## src/pkg/hw_status_consts.svh

```systemverilog
`ifndef HW_STATUS_CONSTS_SVH
`define HW_STATUS_CONSTS_SVH
`define REG_W          16
`define SEL_COND       3'h0
`define SEL_PTR        3'h1
`define SEL_NTR        3'h2
`define SEL_EVENT      3'h3
`define SEL_ENABLE     3'h4
`define PTR_RESET      16'h7fff
`define NTR_RESET      16'h0000
`define ENABLE_RESET   16'h0000
`define BIT_BATT_LOW   0
`define BIT_MIKE_KEYED 1
`define BIT_UNUSED2    2
`define BIT_OVERPOWER  3
`define BIT_SELF_TEST  4
`define BIT_LIMIT      5
`define BIT_COMM_SUM   6
`define BIT_SEND_INFO  7
`define BIT_SEND_AUX   8
`define BIT_ARMED      9
`define BIT_MEASURING  10
`define BIT_LEVEL_LOW  11
`define BIT_RESULTS    12
`define BIT_RIC_INT1   13
`define BIT_RIC_INT2   14
`define BIT_ALWAYS0    15
`define PIN_BATT_LOW   0
`define PIN_MIKE_KEYED 1
`define PIN_OVERPOWER  2
`define PIN_SELF_TEST  3
`define PIN_LIMIT_HIGH 4
`define PIN_LIMIT_LOW  5
`define PIN_RIC_INT1   6
`define PIN_RIC_INT2   7
`define PIN_ARMED      8
`define PIN_MEASURING  9
`define PIN_LEVEL_LOW  10
`define PIN_RESULTS    11
`define PIN_TWO_FIELD  12
`define PIN_SEND_A     13
`define PIN_SEND_B     14
`define PIN_FUNC_GEN   15
`endif

```

## src/pkg/hw_status_pkg.sv

```systemverilog
package hw_status_pkg;
    typedef logic [15:0] word_t;
    typedef logic [2:0]  sel_t;
endpackage : hw_status_pkg
```

## src/hw/edge_filter.sv

```systemverilog
`timescale 1ns/100ps
module edge_filter (
    // Clock and reset
    input  wire logic clk,
    input  wire logic rst_b,
    // Condition now and before
    input  wire logic cond_now,
    input  wire logic cond_prev,
    // Filters
    input  wire logic pos_en,
    input  wire logic neg_en,
    // Event control
    input  wire logic clr,
    output logic      event_ff
);
    wire rise_hit = cond_now & ~cond_prev & pos_en;
    wire fall_hit = ~cond_now & cond_prev & neg_en;
    wire hit      = rise_hit | fall_hit;
    // A new edge wins over a clear in the same cycle
    wire nxt_event = hit | (event_ff & ~clr);
    always_ff @(posedge clk) begin
        if (!rst_b) begin
            event_ff <= 1'b0;
        end else begin
            event_ff <= nxt_event;
        end
    end
endmodule : edge_filter

```

## src/hw/hw_status_group_one.sv

```systemverilog
`timescale 1ns/100ps
`include "hw_status_consts.svh"
module hw_status_group_one
    import hw_status_pkg::*;
(
    // Clock and reset
    input  wire logic  clk,
    input  wire logic  rst_b,
    // Hardware condition pins
    input  wire logic  batt_low,
    input  wire logic  mike_keyed,
    input  wire logic  overpower,
    input  wire logic  self_test_fail,
    input  wire logic  limit_high,
    input  wire logic  limit_low,
    input  wire logic  ric_int1,
    input  wire logic  ric_int2,
    // Signalling decoder and encoder
    input  wire logic  dec_armed,
    input  wire logic  dec_measuring,
    input  wire logic  dec_level_low,
    input  wire logic  dec_results,
    input  wire logic  enc_two_field,
    input  wire logic  enc_send_a,
    input  wire logic  enc_send_b,
    input  wire logic  enc_func_gen,
    // Communicate group summary, same clock
    input  wire logic  comm_summary,
    // Status command port
    input  wire logic  cmd_wr,
    input  wire logic  cmd_rd,
    input  wire sel_t  cmd_sel,
    input  wire word_t cmd_wdata,
    input  wire logic  cls,
    output word_t      rdata_ff,
    output logic       rvalid_ff,
    // Summary to status byte
    output logic       summary_ff
);
    // Pins are asynchronous; two stages before any decoding
    word_t pin_raw;
    word_t sync1_ff;
    word_t sync2_ff;
    word_t nxt_cond;
    word_t cond_ff;
    word_t ptr_ff;
    word_t ntr_ff;
    word_t enable_ff;
    word_t event_bits;
    always_comb begin
        pin_raw[`PIN_BATT_LOW]   = batt_low;
        pin_raw[`PIN_MIKE_KEYED] = mike_keyed;
        pin_raw[`PIN_OVERPOWER]  = overpower;
        pin_raw[`PIN_SELF_TEST]  = self_test_fail;
        pin_raw[`PIN_LIMIT_HIGH] = limit_high;
        pin_raw[`PIN_LIMIT_LOW]  = limit_low;
        pin_raw[`PIN_RIC_INT1]   = ric_int1;
        pin_raw[`PIN_RIC_INT2]   = ric_int2;
        pin_raw[`PIN_ARMED]      = dec_armed;
        pin_raw[`PIN_MEASURING]  = dec_measuring;
        pin_raw[`PIN_LEVEL_LOW]  = dec_level_low;
        pin_raw[`PIN_RESULTS]    = dec_results;
        pin_raw[`PIN_TWO_FIELD]  = enc_two_field;
        pin_raw[`PIN_SEND_A]     = enc_send_a;
        pin_raw[`PIN_SEND_B]     = enc_send_b;
        pin_raw[`PIN_FUNC_GEN]   = enc_func_gen;
    end
    // Decoding after the synchroniser keeps pin skew from glitching bits
    wire two_field   = sync2_ff[`PIN_TWO_FIELD];
    wire send_a      = sync2_ff[`PIN_SEND_A];
    wire send_b      = sync2_ff[`PIN_SEND_B];
    wire func_gen    = sync2_ff[`PIN_FUNC_GEN];
    wire single_sent = ~two_field & send_a;
    wire one_of_two  = two_field & (send_a ^ send_b);
    wire both_sent   = two_field & send_a & send_b;
    always_comb begin
        nxt_cond = 16'h0000;
        nxt_cond[`BIT_BATT_LOW]   = sync2_ff[`PIN_BATT_LOW];
        nxt_cond[`BIT_MIKE_KEYED] = sync2_ff[`PIN_MIKE_KEYED];
        nxt_cond[`BIT_OVERPOWER]  = sync2_ff[`PIN_OVERPOWER];
        nxt_cond[`BIT_SELF_TEST]  = sync2_ff[`PIN_SELF_TEST];
        nxt_cond[`BIT_LIMIT]      = sync2_ff[`PIN_LIMIT_HIGH]
                                    | sync2_ff[`PIN_LIMIT_LOW];
        // Comm summary is already synchronous; it skips the synchroniser
        nxt_cond[`BIT_COMM_SUM]   = comm_summary;
        nxt_cond[`BIT_SEND_INFO]  = (single_sent | one_of_two)
                                    & ~func_gen;
        nxt_cond[`BIT_SEND_AUX]   = both_sent;
        nxt_cond[`BIT_ARMED]      = sync2_ff[`PIN_ARMED];
        nxt_cond[`BIT_MEASURING]  = sync2_ff[`PIN_MEASURING];
        nxt_cond[`BIT_LEVEL_LOW]  = sync2_ff[`PIN_LEVEL_LOW];
        nxt_cond[`BIT_RESULTS]    = sync2_ff[`PIN_RESULTS];
        nxt_cond[`BIT_RIC_INT1]   = sync2_ff[`PIN_RIC_INT1];
        nxt_cond[`BIT_RIC_INT2]   = sync2_ff[`PIN_RIC_INT2];
    end
    wire rd_event = cmd_rd & (cmd_sel == `SEL_EVENT);
    wire evt_clr  = rd_event | cls;
    wire wr_ptr   = cmd_wr & (cmd_sel == `SEL_PTR);
    wire wr_ntr   = cmd_wr & (cmd_sel == `SEL_NTR);
    wire wr_en    = cmd_wr & (cmd_sel == `SEL_ENABLE);
    word_t rd_mux;
    always_comb begin
        unique case (cmd_sel)
            `SEL_COND:   rd_mux = cond_ff;
            `SEL_PTR:    rd_mux = ptr_ff;
            `SEL_NTR:    rd_mux = ntr_ff;
            `SEL_EVENT:  rd_mux = event_bits;
            `SEL_ENABLE: rd_mux = enable_ff;
            default:     rd_mux = 16'h0000;
        endcase
    end
    wire nxt_summary = |(event_bits & enable_ff);
    always_ff @(posedge clk) begin
        if (!rst_b) begin
            sync1_ff <= 16'h0000;
            sync2_ff <= 16'h0000;
        end else begin
            sync1_ff <= pin_raw;
            sync2_ff <= sync1_ff;
        end
    end
    always_ff @(posedge clk) begin
        if (!rst_b) begin
            cond_ff   <= 16'h0000;
            ptr_ff    <= `PTR_RESET;
            ntr_ff    <= `NTR_RESET;
            enable_ff <= `ENABLE_RESET;
        end else begin
            cond_ff <= nxt_cond;
            if (wr_ptr) begin
                ptr_ff <= cmd_wdata;
            end
            if (wr_ntr) begin
                ntr_ff <= cmd_wdata;
            end
            // Writing zero keeps every event out of the summary; events still latch
            if (wr_en) begin
                enable_ff <= cmd_wdata;
            end
        end
    end
    always_ff @(posedge clk) begin
        if (!rst_b) begin
            rdata_ff   <= 16'h0000;
            rvalid_ff  <= 1'b0;
            summary_ff <= 1'b0;
        end else begin
            rvalid_ff  <= cmd_rd;
            rdata_ff   <= cmd_rd ? rd_mux : rdata_ff;
            summary_ff <= nxt_summary;
        end
    end
    genvar gi;
    generate
        for (gi = 0; gi < `REG_W; gi++) begin : g_evt
            edge_filter u_filt (
                .clk       (clk),
                .rst_b     (rst_b),
                .cond_now  (nxt_cond[gi]),
                .cond_prev (cond_ff[gi]),
                .pos_en    (ptr_ff[gi]),
                .neg_en    (ntr_ff[gi]),
                .clr       (evt_clr),
                .event_ff  (event_bits[gi])
            );
        end
    endgenerate
    AST_BIT15_ZERO: assert property (@(posedge clk) disable iff (!rst_b)
        cond_ff[`BIT_ALWAYS0] == 1'b0 && cond_ff[`BIT_UNUSED2] == 1'b0)
        else $error("Unused condition bit set");
    AST_FUNC_GEN: assert property (@(posedge clk) disable iff (!rst_b)
        func_gen |=> !cond_ff[`BIT_SEND_INFO])
        else $error("Info bit set in function generator mode");
    AST_READ_CLR: assert property (@(posedge clk) disable iff (!rst_b)
        (rd_event && nxt_cond == cond_ff) |=> event_bits == 16'h0000)
        else $error("Event not cleared on read");
    AST_CLS_CLR: assert property (@(posedge clk) disable iff (!rst_b)
        (cls && nxt_cond == cond_ff) |=> event_bits == 16'h0000)
        else $error("Event not cleared on clear-status");
    AST_RISE_LATCH: assert property (@(posedge clk) disable iff (!rst_b)
        |(nxt_cond & ~cond_ff & ptr_ff) |=> |event_bits)
        else $error("Rising edge not latched");
    AST_FALL_LATCH: assert property (@(posedge clk) disable iff (!rst_b)
        |(~nxt_cond & cond_ff & ntr_ff) |=> |event_bits)
        else $error("Falling edge not latched");
    AST_SUMMARY: assert property (@(posedge clk) disable iff (!rst_b)
        ##1 summary_ff == |($past(event_bits) & $past(enable_ff)))
        else $error("Summary mismatch");
    AST_ENABLE_WR: assert property (@(posedge clk) disable iff (!rst_b)
        wr_en |=> enable_ff == $past(cmd_wdata))
        else $error("Enable write lost");
    AST_COMM_BIT: assert property (@(posedge clk) disable iff (!rst_b)
        comm_summary |=> cond_ff[`BIT_COMM_SUM])
        else $error("Comm summary not reflected");
endmodule : hw_status_group_one

```

## config.mk

```make
export PLATFORM = sky130hd
export DESIGN_NAME = hw_status_group_one
export DESIGN_NICKNAME = d
export VERILOG_FILES = /design/src/pkg/hw_status_pkg.sv /design/src/hw/edge_filter.sv /design/src/hw/hw_status_group_one.sv
export VERILOG_INCLUDE_DIRS = /design/src /design/src/pkg
export SDC_FILE = /design/constraint.sdc
export NUM_CORES = 1
export LEC_CHECK = 0
export ABC_CLOCK_PERIOD_IN_PS = 1630
export BUFFER_PORTS_ARGS = -buffer_cell sky130_fd_sc_hd__buf_2
export CORE_MARGIN = 2
export CORE_UTILIZATION = 50
export CTS_CLUSTER_DIAMETER = 200
export DETAILED_ROUTE_END_ITERATION = 6
export PLACE_DENSITY_LB_ADDON = 0.08
export SYNTH_ARGS = -nofsm -noshare
export SYNTH_HDL_FRONTEND = slang
export SYNTH_SLANG_ARGS = --single-unit
```

## constraint.sdc

```tcl
create_clock -name clk -period 1.63 [get_ports clk]
set_clock_uncertainty 0.1 [all_clocks]
set_input_delay 0.0815 -clock clk [delete_from_list [all_inputs] [get_ports clk]]
set_output_delay 0.0815 -clock clk [all_outputs]
set_load 0.02 [all_outputs]
```

==> summary.md, run 1 <==
| Metric | Value |
|---|---|
| Number of antenna violations at the first check in global routing | `0` |
| Count of flip-flops with a built-in enable after synthesis | `0` |
| Class of the tightest hold or removal check | `primary input to flop` |
| Critical-path cell list | `dlygate4sd3_1 > buf_2 > buf_4 > nand3_1 > dlygate4sd3_1` |
| Synth-to-layout area growth | `31.6%` |
| Commonest register cell after synthesis | `sky130_fd_sc_hd__dfxtp_1` |
| Worst-margin pin slew | `0.475 ns` |
| H-tree depth | `4` |
| Fraction of layout cells with a size suffix above 1 | `0.184` |
| Antenna Nets Post-Route | `0` |
| Clock latency on the worst-skew pair | `0.52 ns` |
| Setup Crit Path Kind | `primary input to flop` |
| Via count | `4340` |
| Critical path data required time | `1.94 ns` |
| Synth Instances | `544` |
| Yosys synthesis warning count | `0` |
| IR drop worst, VDD | `701 uV` |
| Die W | `103 um` |
| Starting Density | `0.509` |
| Routed WL | `13100 um` |
| TritonCTS clock tree | `yes` |
| Worst Path Arrival | `1.83 ns` |
| Met2 Wirelength | `6310 um` |
| Final period utilization | `0.937` |
| TritonCTS Buffers | `17` |
| Pre-antenna DRT Iters | `4` |
| CTS-repair resized insts | `0` |
| Setup TNS Final | `0 ns` |
| Iteration-0 DRC Markers | `211` |
| Final cell count without fillers | `807` |
| Worst path slowest cell | `sky130_fd_sc_hd__dlygate4sd3_1` |
| Number of fill cells in the layout | `788` |
| Post-synthesis sequential area ratio | `0.520` |
| Library cell with the largest summed area after synthesis | `sky130_fd_sc_hd__dfxtp_1` |
| Number of buffers on the longest clock path | `2` |
| Ranking of synthesized cells by area | `sky130_fd_sc_hd__dfxtp_1 52%, sky130_fd_sc_hd__nand2_1 9.3%, sky130_fd_sc_hd__mux2i_1 5.9%, sky130_fd_sc_hd__and2_1 5.5%, sky130_fd_sc_hd__a21oi_1 5.0%` |
| Static Leakage | `2.69 nW` |
| Total routed wire length on the met1 layer | `5710 um` |
| Root buf cell | `sky130_fd_sc_hd__clkbuf_8` |
| Crit-path max FO | `46` |
| Fin nets | `702` |
| Post-route minimum period | `1.53 ns` |
| #FFs+latches synth | `128` |
| Detailed-route vias per instance | `5.38` |
| Worst-path clk slew | `0.06 ns` |
| Fraction of synthesized cell area taken by the top area cell type | `0.520` |
| Async set-or-reset flop fraction in the synthesized netlist | `0` |
| Global-route total usage across every layer | `0.261` |
| Areal power density over the cells | `1180 mW/mm^2` |
| Max Fclk | `655 MHz` |
| Post-CTS Setup Inserts | `0` |
| Met3 wirelength from detailed routing | `885 um` |
| Total nets after synthesis | `585` |
| Critical Path Source Type | `primary input` |
| Count of maximum capacitance violations | `0` |
| Number of standard-cell rows in the floorplan | `36` |
| Highest routing layer actually used | `met4` |
| Wire length per cell | `16.2 um` |
| Slew Limit Fails | `0` |
| Number of distinct library cells after synthesis | `35` |
| Clock sink count | `128` |
| Core Footprint | `0.00968 mm^2` |
| Number of setup violations in the final report | `0` |
| Count of input and output buffers | `58` |
| Relative slew slack | `0.683` |
| Run status | `complete, no violations` |
| RSZ-0062 raised after global routing | `no` |
| Final weighted congestion of routability-driven global placement | `0.812` |
| First-pass GRT wire length | `20800 um` |
| Category of the worst setup path capture point | `flop` |
| Most frequent cell on the critical path | `sky130_fd_sc_hd__dlygate4sd3_1` |
| Number of top-level pins | `59` |
| Cell area after technology mapping | `0.00493 mm^2` |
| Largest net degree at the start of global routing | `47` |
| Post-detailed-route DRC marker count | `0` |
| Vias in the first global route | `4141` |
| Delay contributed by the slowest stage of the critical path | `0.58 ns` |
| Remaining global-route overflow | `0` |
| Placed instance count | `728` |
| Final Hold Viols | `0` |
| Number of inserted diodes | `0` |
| Half-perimeter wire length of the detailed placement result | `8280 um` |
| Total die area | `0.0107 mm^2` |
| Die H | `103 um` |
| Post-Synthesis Mean Instance Area | `9.06 um^2` |
==> through the flow <==
stage / power, mW / hold WS [ns] / cell area, um^2 / utilization / setup WS, ns
after global routing: 7.94 / 0.0446 / 6490 / 0.670 / 0.000925
after global placement: 3.83 / 0.186 / 5410 / 0.559 / 0.242
after detailed placement: 3.84 / 0.190 / 5410 / 0.559 / 0.184
final: 7.69 / 0.0320 / 6490 / 0.670 / 0.102
after CTS: 7.74 / 0.00561 / 6490 / 0.670 / 0.121
after floorplan: 3.64 / 0.103 / 4930 / - / 0.441
==> what timing repair did <==
item | CTS | global route
hold buffers | 47 | 0
setup endpoints to repair | 0 | 0
hold endpoints to repair | 82 | 0
==> registers in the layout, indices dropped and copies added, names as in the netlist <==
name	flops
rdata_ff	16
cond_ff	14
summary_ff	1
sync2_ff	16
rvalid_ff	1
g_evt.u_filt.event_ff	16
sync1_ff	16
ntr_ff	16
enable_ff	16
ptr_ff	16
==> layout make-up <==
class | instances | area, um^2 | area share
Clock inverter | 14 | 179 | 0.0276
Tap cell | 133 | 166 | 0.0257
Timing Repair Buffer | 132 | 976 | 0.150
Clock buffer | 18 | 428 | 0.0660
Multi-Input combinational cell | 379 | 2160 | 0.334
Sequential cell | 128 | 2560 | 0.395
Inverter | 3 | 11.3 | 0.00174
==> worst max-delay path, delay by kind of cell <==
family	cells	cell delay, ns
buffers and inverters	4	1.60
and+or+nand+nor	1	0.12
==> cells in the mapped netlist, types with 13 or more instances <==
master,n
sky130_fd_sc_hd__o21ai_0,14
sky130_fd_sc_hd__nor2_1,22
sky130_fd_sc_hd__clkbuf_1,16
sky130_fd_sc_hd__and2_1,43
sky130_fd_sc_hd__nand3_1,18
sky130_fd_sc_hd__o221ai_1,13
sky130_fd_sc_hd__dfxtp_1,128
sky130_fd_sc_hd__a21oi_1,49
sky130_fd_sc_hd__nand3b_1,17
sky130_fd_sc_hd__nand2_1,122
sky130_fd_sc_hd__a22o_1,14
sky130_fd_sc_hd__mux2i_1,29
==> layer usage <==
metal | global-route usage | vias to the layer above
met4 | 0.0789 | 0
met3 | 0.0672 | 17
li1 | - | 2105
met2 | 0.428 | 159
met5 | 0 | -
met1 | 0.342 | 2059
==> power by group <==
part	switching, mW	leakage, nW	internal, mW
Combinational	0.291	1.35	0.267
Sequential	0.0664	1.04	3.24
Clock	1.43	0.294	2.39
==> final timing paths <==
kind	slack, ns	cells past startpoint	startpoint	endpoint
worst max-delay path	0.10	5	rst_b	ptr_ff[14]$_SDFFE_PN1P_
worst min-delay path	0.03	5	cmd_wr	enable_ff[2]$_SDFFE_PN0P_
worst max register to register	0.29	4	g_evt[13].u_filt.event_ff$_SDFF_PN0_	summary_ff$_SDFF_PN0_
worst min register to register	0.33	1	sync1_ff[9]$_SDFF_PN0_	sync2_ff[9]$_SDFF_PN0_
==> cells in the final DEF (no fill, tap or decap), types with 3 or more instances in the layout <==
cell type,instances
sky130_fd_sc_hd__buf_4,26
sky130_fd_sc_hd__nor2b_1,4
sky130_fd_sc_hd__nor2_1,22
sky130_fd_sc_hd__a22o_1,14
sky130_fd_sc_hd__and3_1,6
sky130_fd_sc_hd__a31oi_1,4
sky130_fd_sc_hd__clkinv_4,3
sky130_fd_sc_hd__bufinv_16,3
sky130_fd_sc_hd__dlygate4sd3_1,47
sky130_fd_sc_hd__a21oi_1,49
sky130_fd_sc_hd__mux2i_1,29
sky130_fd_sc_hd__nand3b_1,17
sky130_fd_sc_hd__inv_6,3
sky130_fd_sc_hd__nand3_1,18
sky130_fd_sc_hd__a211oi_1,3
sky130_fd_sc_hd__a221oi_1,4
sky130_fd_sc_hd__o221ai_1,13
sky130_fd_sc_hd__buf_2,58
sky130_fd_sc_hd__clkbuf_16,16
sky130_fd_sc_hd__nand2_1,122
sky130_fd_sc_hd__dfxtp_1,128
sky130_fd_sc_hd__o21ai_0,14
sky130_fd_sc_hd__and2_1,43
==> logic make-up (layout without fill, tap and decap cells) <==
| group | count (synthesis) | in the layout | share of synthesized area |
|---|---|---|---|
| AO/OA/AOI/OAI | 109 | 109 | 0.143 |
| buffers and inverters | 37 | 167 | 0.0411 |
| flip-flops | 128 | 128 | 0.520 |
| multiplexers | 29 | 29 | 0.0589 |
| AND/OR/NAND/NOR | 241 | 241 | 0.237 |
(Power assumes the default switching activity.)
==> run 2: changes to the inputs <==
SETUP_SLACK_MARGIN = 0.4   (was default)
==> run 2 against run 1 <==
Effect of this change: clock power is essentially flat; wire length grew 1.5%; critical path depth shrank 1; maximum frequency grew 24%; sequential share of layout area shrank 0.22 points.
==> summary.md, run 2 (same netlist as run 1, synthesis figures left out) <==
| Metric | Value |
|---|---|
| Family with the most delay on the worst path | `compound AO/OA/AOI/OAI gates` |
| Count of input and output buffers | `58 (unchanged)` |
| Worst path slowest cell | `sky130_fd_sc_hd__dfxtp_2` |
| Number of buffers on the longest clock path | `2 (unchanged)` |
| Proportion of power drawn by flip-flops and latches | `0.429 (about the same)` |
| Critical Path Source Type | `flop` |
| TritonCTS clock tree | `yes` |
| Number of logic stages on the critical path including buffering | `4 (-1)` |
| Setup TNS Final | `0 ns (unchanged)` |
| IR drop worst, VDD | `700 uV (about the same)` |
| Most frequent standard cell in the layout excluding fill and tap cells | `sky130_fd_sc_hd__nand2_1` |
| Routed WL | `13300 um (+1.5%)` |
| Vias in the first global route | `4126 (-0.36%)` |
| Final setup slack of the worst path | `0.399 ns (+0.296 ns)` |
| Switching Fraction | `0.234 (+0.000975)` |
| R2R Setup Slk | `0.40 ns (+0.11 ns)` |
| Number of fill cells in the layout | `763 (-3.2%)` |
| Critical path buffers and inverters | `0 (-4)` |
| Clock latency on the worst-skew pair | `0.52 ns (about the same)` |
| TritonCTS Buffers | `17 (unchanged)` |
| Pre-antenna DRT Iters | `7 (+3)` |
| Core Footprint | `0.00968 mm^2 (unchanged)` |
| Iteration-0 DRC Markers | `215 (+1.9%)` |
| Final weighted congestion of routability-driven global placement | `0.812 (unchanged)` |
| Worst-margin pin slew | `0.607 ns (+0.131 ns)` |
| Most frequent cells in the layout | `121 x sky130_fd_sc_hd__nand2_1, 114 x sky130_fd_sc_hd__dfxtp_1, 49 x sky130_fd_sc_hd__a21oi_1, 45 x sky130_fd_sc_hd__buf_2, 43 x sky130_fd_sc_hd__and2_1` |
| Share of total power in the clock network | `0.497 (about the same)` |
| Final cell count without fillers | `804 (-0.37%)` |
| R2r startpoint | `g_evt[13].u_filt.event_ff$_SDFF_PN0_` |
| Fin area | `0.00657 mm^2 (+1.3%)` |
| Critical path data required time | `1.92 ns (-0.02 ns)` |
| RSZ-0062 raised after global routing | `yes` |
| Internal power | `5.91 mW (+0.18%)` |
| Antenna Nets Post-Route | `0 (unchanged)` |
| First-pass GRT wire length | `21000 um (+0.73%)` |
| P_sw | `1.80 mW (+0.73%)` |
| Sequential cell area | `0.00258 mm^2 (+0.68%)` |
| Max Fclk | `812 MHz (+24%)` |
| Count of maximum capacitance violations | `0 (unchanged)` |
| Number of standard-cell rows in the floorplan | `36 (unchanged)` |
| Number of setup violations in the final report | `0 (unchanged)` |
| Delay contributed by the slowest stage of the critical path | `0.33 ns (-0.25 ns)` |
| Remaining global-route overflow | `0 (unchanged)` |
| Fin nets | `699 (-0.43%)` |
| Number of antenna violations at the first check in global routing | `0 (unchanged)` |
| Global-route total usage across every layer | `0.264 (+0.00255)` |
| Multi-input combinational cell area | `0.00222 mm^2 (+2.5%)` |
| Half-perimeter wire length of the detailed placement result | `8280 um (unchanged)` |
| Die W | `103 um (unchanged)` |
| Areal power density over the cells | `1170 mW/mm^2 (-0.93%)` |
| Number of top-level pins | `59 (unchanged)` |
| Share of the core filled with cells | `0.678 (+0.00840)` |
| Relative slew slack | `0.594 (-0.0890)` |
| Setup Crit Path Kind | `flop to flop` |
| Run status | `complete, no violations` |
| Static Leakage | `2.74 nW (+1.7%)` |
| Number of cells traversed by the worst register-to-register path | `4 (unchanged)` |
| Source of the worst hold timing path | `cmd_wr` |
| H-tree depth | `4 (unchanged)` |
| Instance area at placement | `0.00541 mm^2 (unchanged)` |
| Worst-path clk slew | `0.06 ns (about the same)` |
| Post-detailed-route DRC marker count | `0 (unchanged)` |
| Crit-path max FO | `3 (-93%)` |
| Post-route minimum period | `1.23 ns (-0.296 ns)` |
| WHS Path Cells | `5 (unchanged)` |
| Beginning of the critical path | `g_evt[13].u_filt.event_ff$_SDFF_PN0_` |
| Number of inserted diodes | `0 (unchanged)` |
| Starting Density | `0.509 (unchanged)` |
| DP Worst Slack | `0.184 ns (unchanged)` |
| Total power after layout | `7.71 mW (+0.31%)` |
| Via count | `4317 (-0.53%)` |
| Worst Path Arrival | `1.52 ns (-0.31 ns)` |
| Critical-path cell list | `a22o_1 > a221oi_2 > and3_1 > a31oi_1` |
| Detailed-route vias per instance | `5.37 (-0.16%)` |
| Category of the worst setup path capture point | `flop` |
| Slew Limit Fails | `0 (unchanged)` |
| Largest net degree at the start of global routing | `47 (unchanged)` |
| Placed instance count | `728 (unchanged)` |
| Final period utilization | `0.755 (-0.182)` |
| Fraction of layout cells with a size suffix above 1 | `0.219 (+0.0351)` |
| Total die area | `0.0107 mm^2 (unchanged)` |
| Part of the total power dissipated in combinational logic | `0.074 (about the same)` |
| Die H | `103 um (unchanged)` |
| Class of the tightest hold or removal check | `primary input to flop` |
| Synth-to-layout area growth | `33.3%` |
| Final-layout worst hold slack | `0.0219 ns (-0.0101 ns)` |
| Wire length per cell | `16.5 um (+1.9%)` |
| Root buf cell | `sky130_fd_sc_hd__clkbuf_8` |
| Final Hold Viols | `0 (unchanged)` |
| Clock sink count | `128 (unchanged)` |
-- run 2: cell count changes in the layout (fill, tap and decap cells not counted), moves of 2 or more --
| cell | before | now |
|---|---|---|
| sky130_fd_sc_hd__buf_2 | 58 | 45 |
| sky130_fd_sc_hd__buf_6 | 0 | 2 |
| sky130_fd_sc_hd__buf_4 | 26 | 37 |
| sky130_fd_sc_hd__dlygate4sd3_1 | 47 | 42 |
| sky130_fd_sc_hd__a221oi_2 | 0 | 2 |
| sky130_fd_sc_hd__dfxtp_2 | 0 | 14 |
| sky130_fd_sc_hd__dfxtp_1 | 128 | 114 |
| sky130_fd_sc_hd__a221oi_1 | 4 | 2 |
-- run 2: timing repair --
| action | in CTS | in global routing |
|---|---|---|
| endpoints found under the hold margin | 82 | 0 |
| pin swaps | 3 | 5 |
| endpoints found under the setup margin | 8 | 32 |
| buffers inserted | 0 | 1 |
| hold buffers | 43 | 0 |
| gates resized for setup | 22 | 19 |
-- run 2: worst paths after layout --
path,end
min reg2reg,sync2_ff[9]$_SDFF_PN0_
max reg2reg,summary_ff$_SDFF_PN0_
max,summary_ff$_SDFF_PN0_
min,enable_ff[7]$_SDFFE_PN0P_
-- run 2: layer usage --
metal  vias to the layer above  track usage  part of all wire
met1                      2021        0.346              0.43
met5                         -            0                 0
met3                        17       0.0685             0.075
met2                       172        0.431              0.48
met4                         0       0.0800             0.013
li1                       2107            -                 -
-- run 2: final cells by class --
class | count | area share
clock buffer | 18 | 0.0652
timing repair buffer | 129 | 0.150
clock inverter | 14 | 0.0272
tap | 133 | 0.0253
inverter | 3 | 0.00171
multi-input combinational | 379 | 0.338
sequential | 128 | 0.393
-- run 2: worst min-delay path: stages --
cell,delay (ns)
sky130_fd_sc_hd__buf_2,0.10
sky130_fd_sc_hd__nand3_1,0.07
sky130_fd_sc_hd__buf_4,0.21
sky130_fd_sc_hd__nand2_1,0.08
sky130_fd_sc_hd__a21oi_1,0.05
-- run 2: power by group through the flow --
stage | logic (mW) | clock network [mW] | registers, mW
finish | 0.572 | 3.83 | 3.31
global route | 0.625 | 4.02 | 3.32
CTS | 0.561 | 3.88 | 3.31
detailed placement | 0.468 | 0 | 3.37
global placement | 0.462 | 0 | 3.37
floorplan | 0.279 | 0 | 3.36
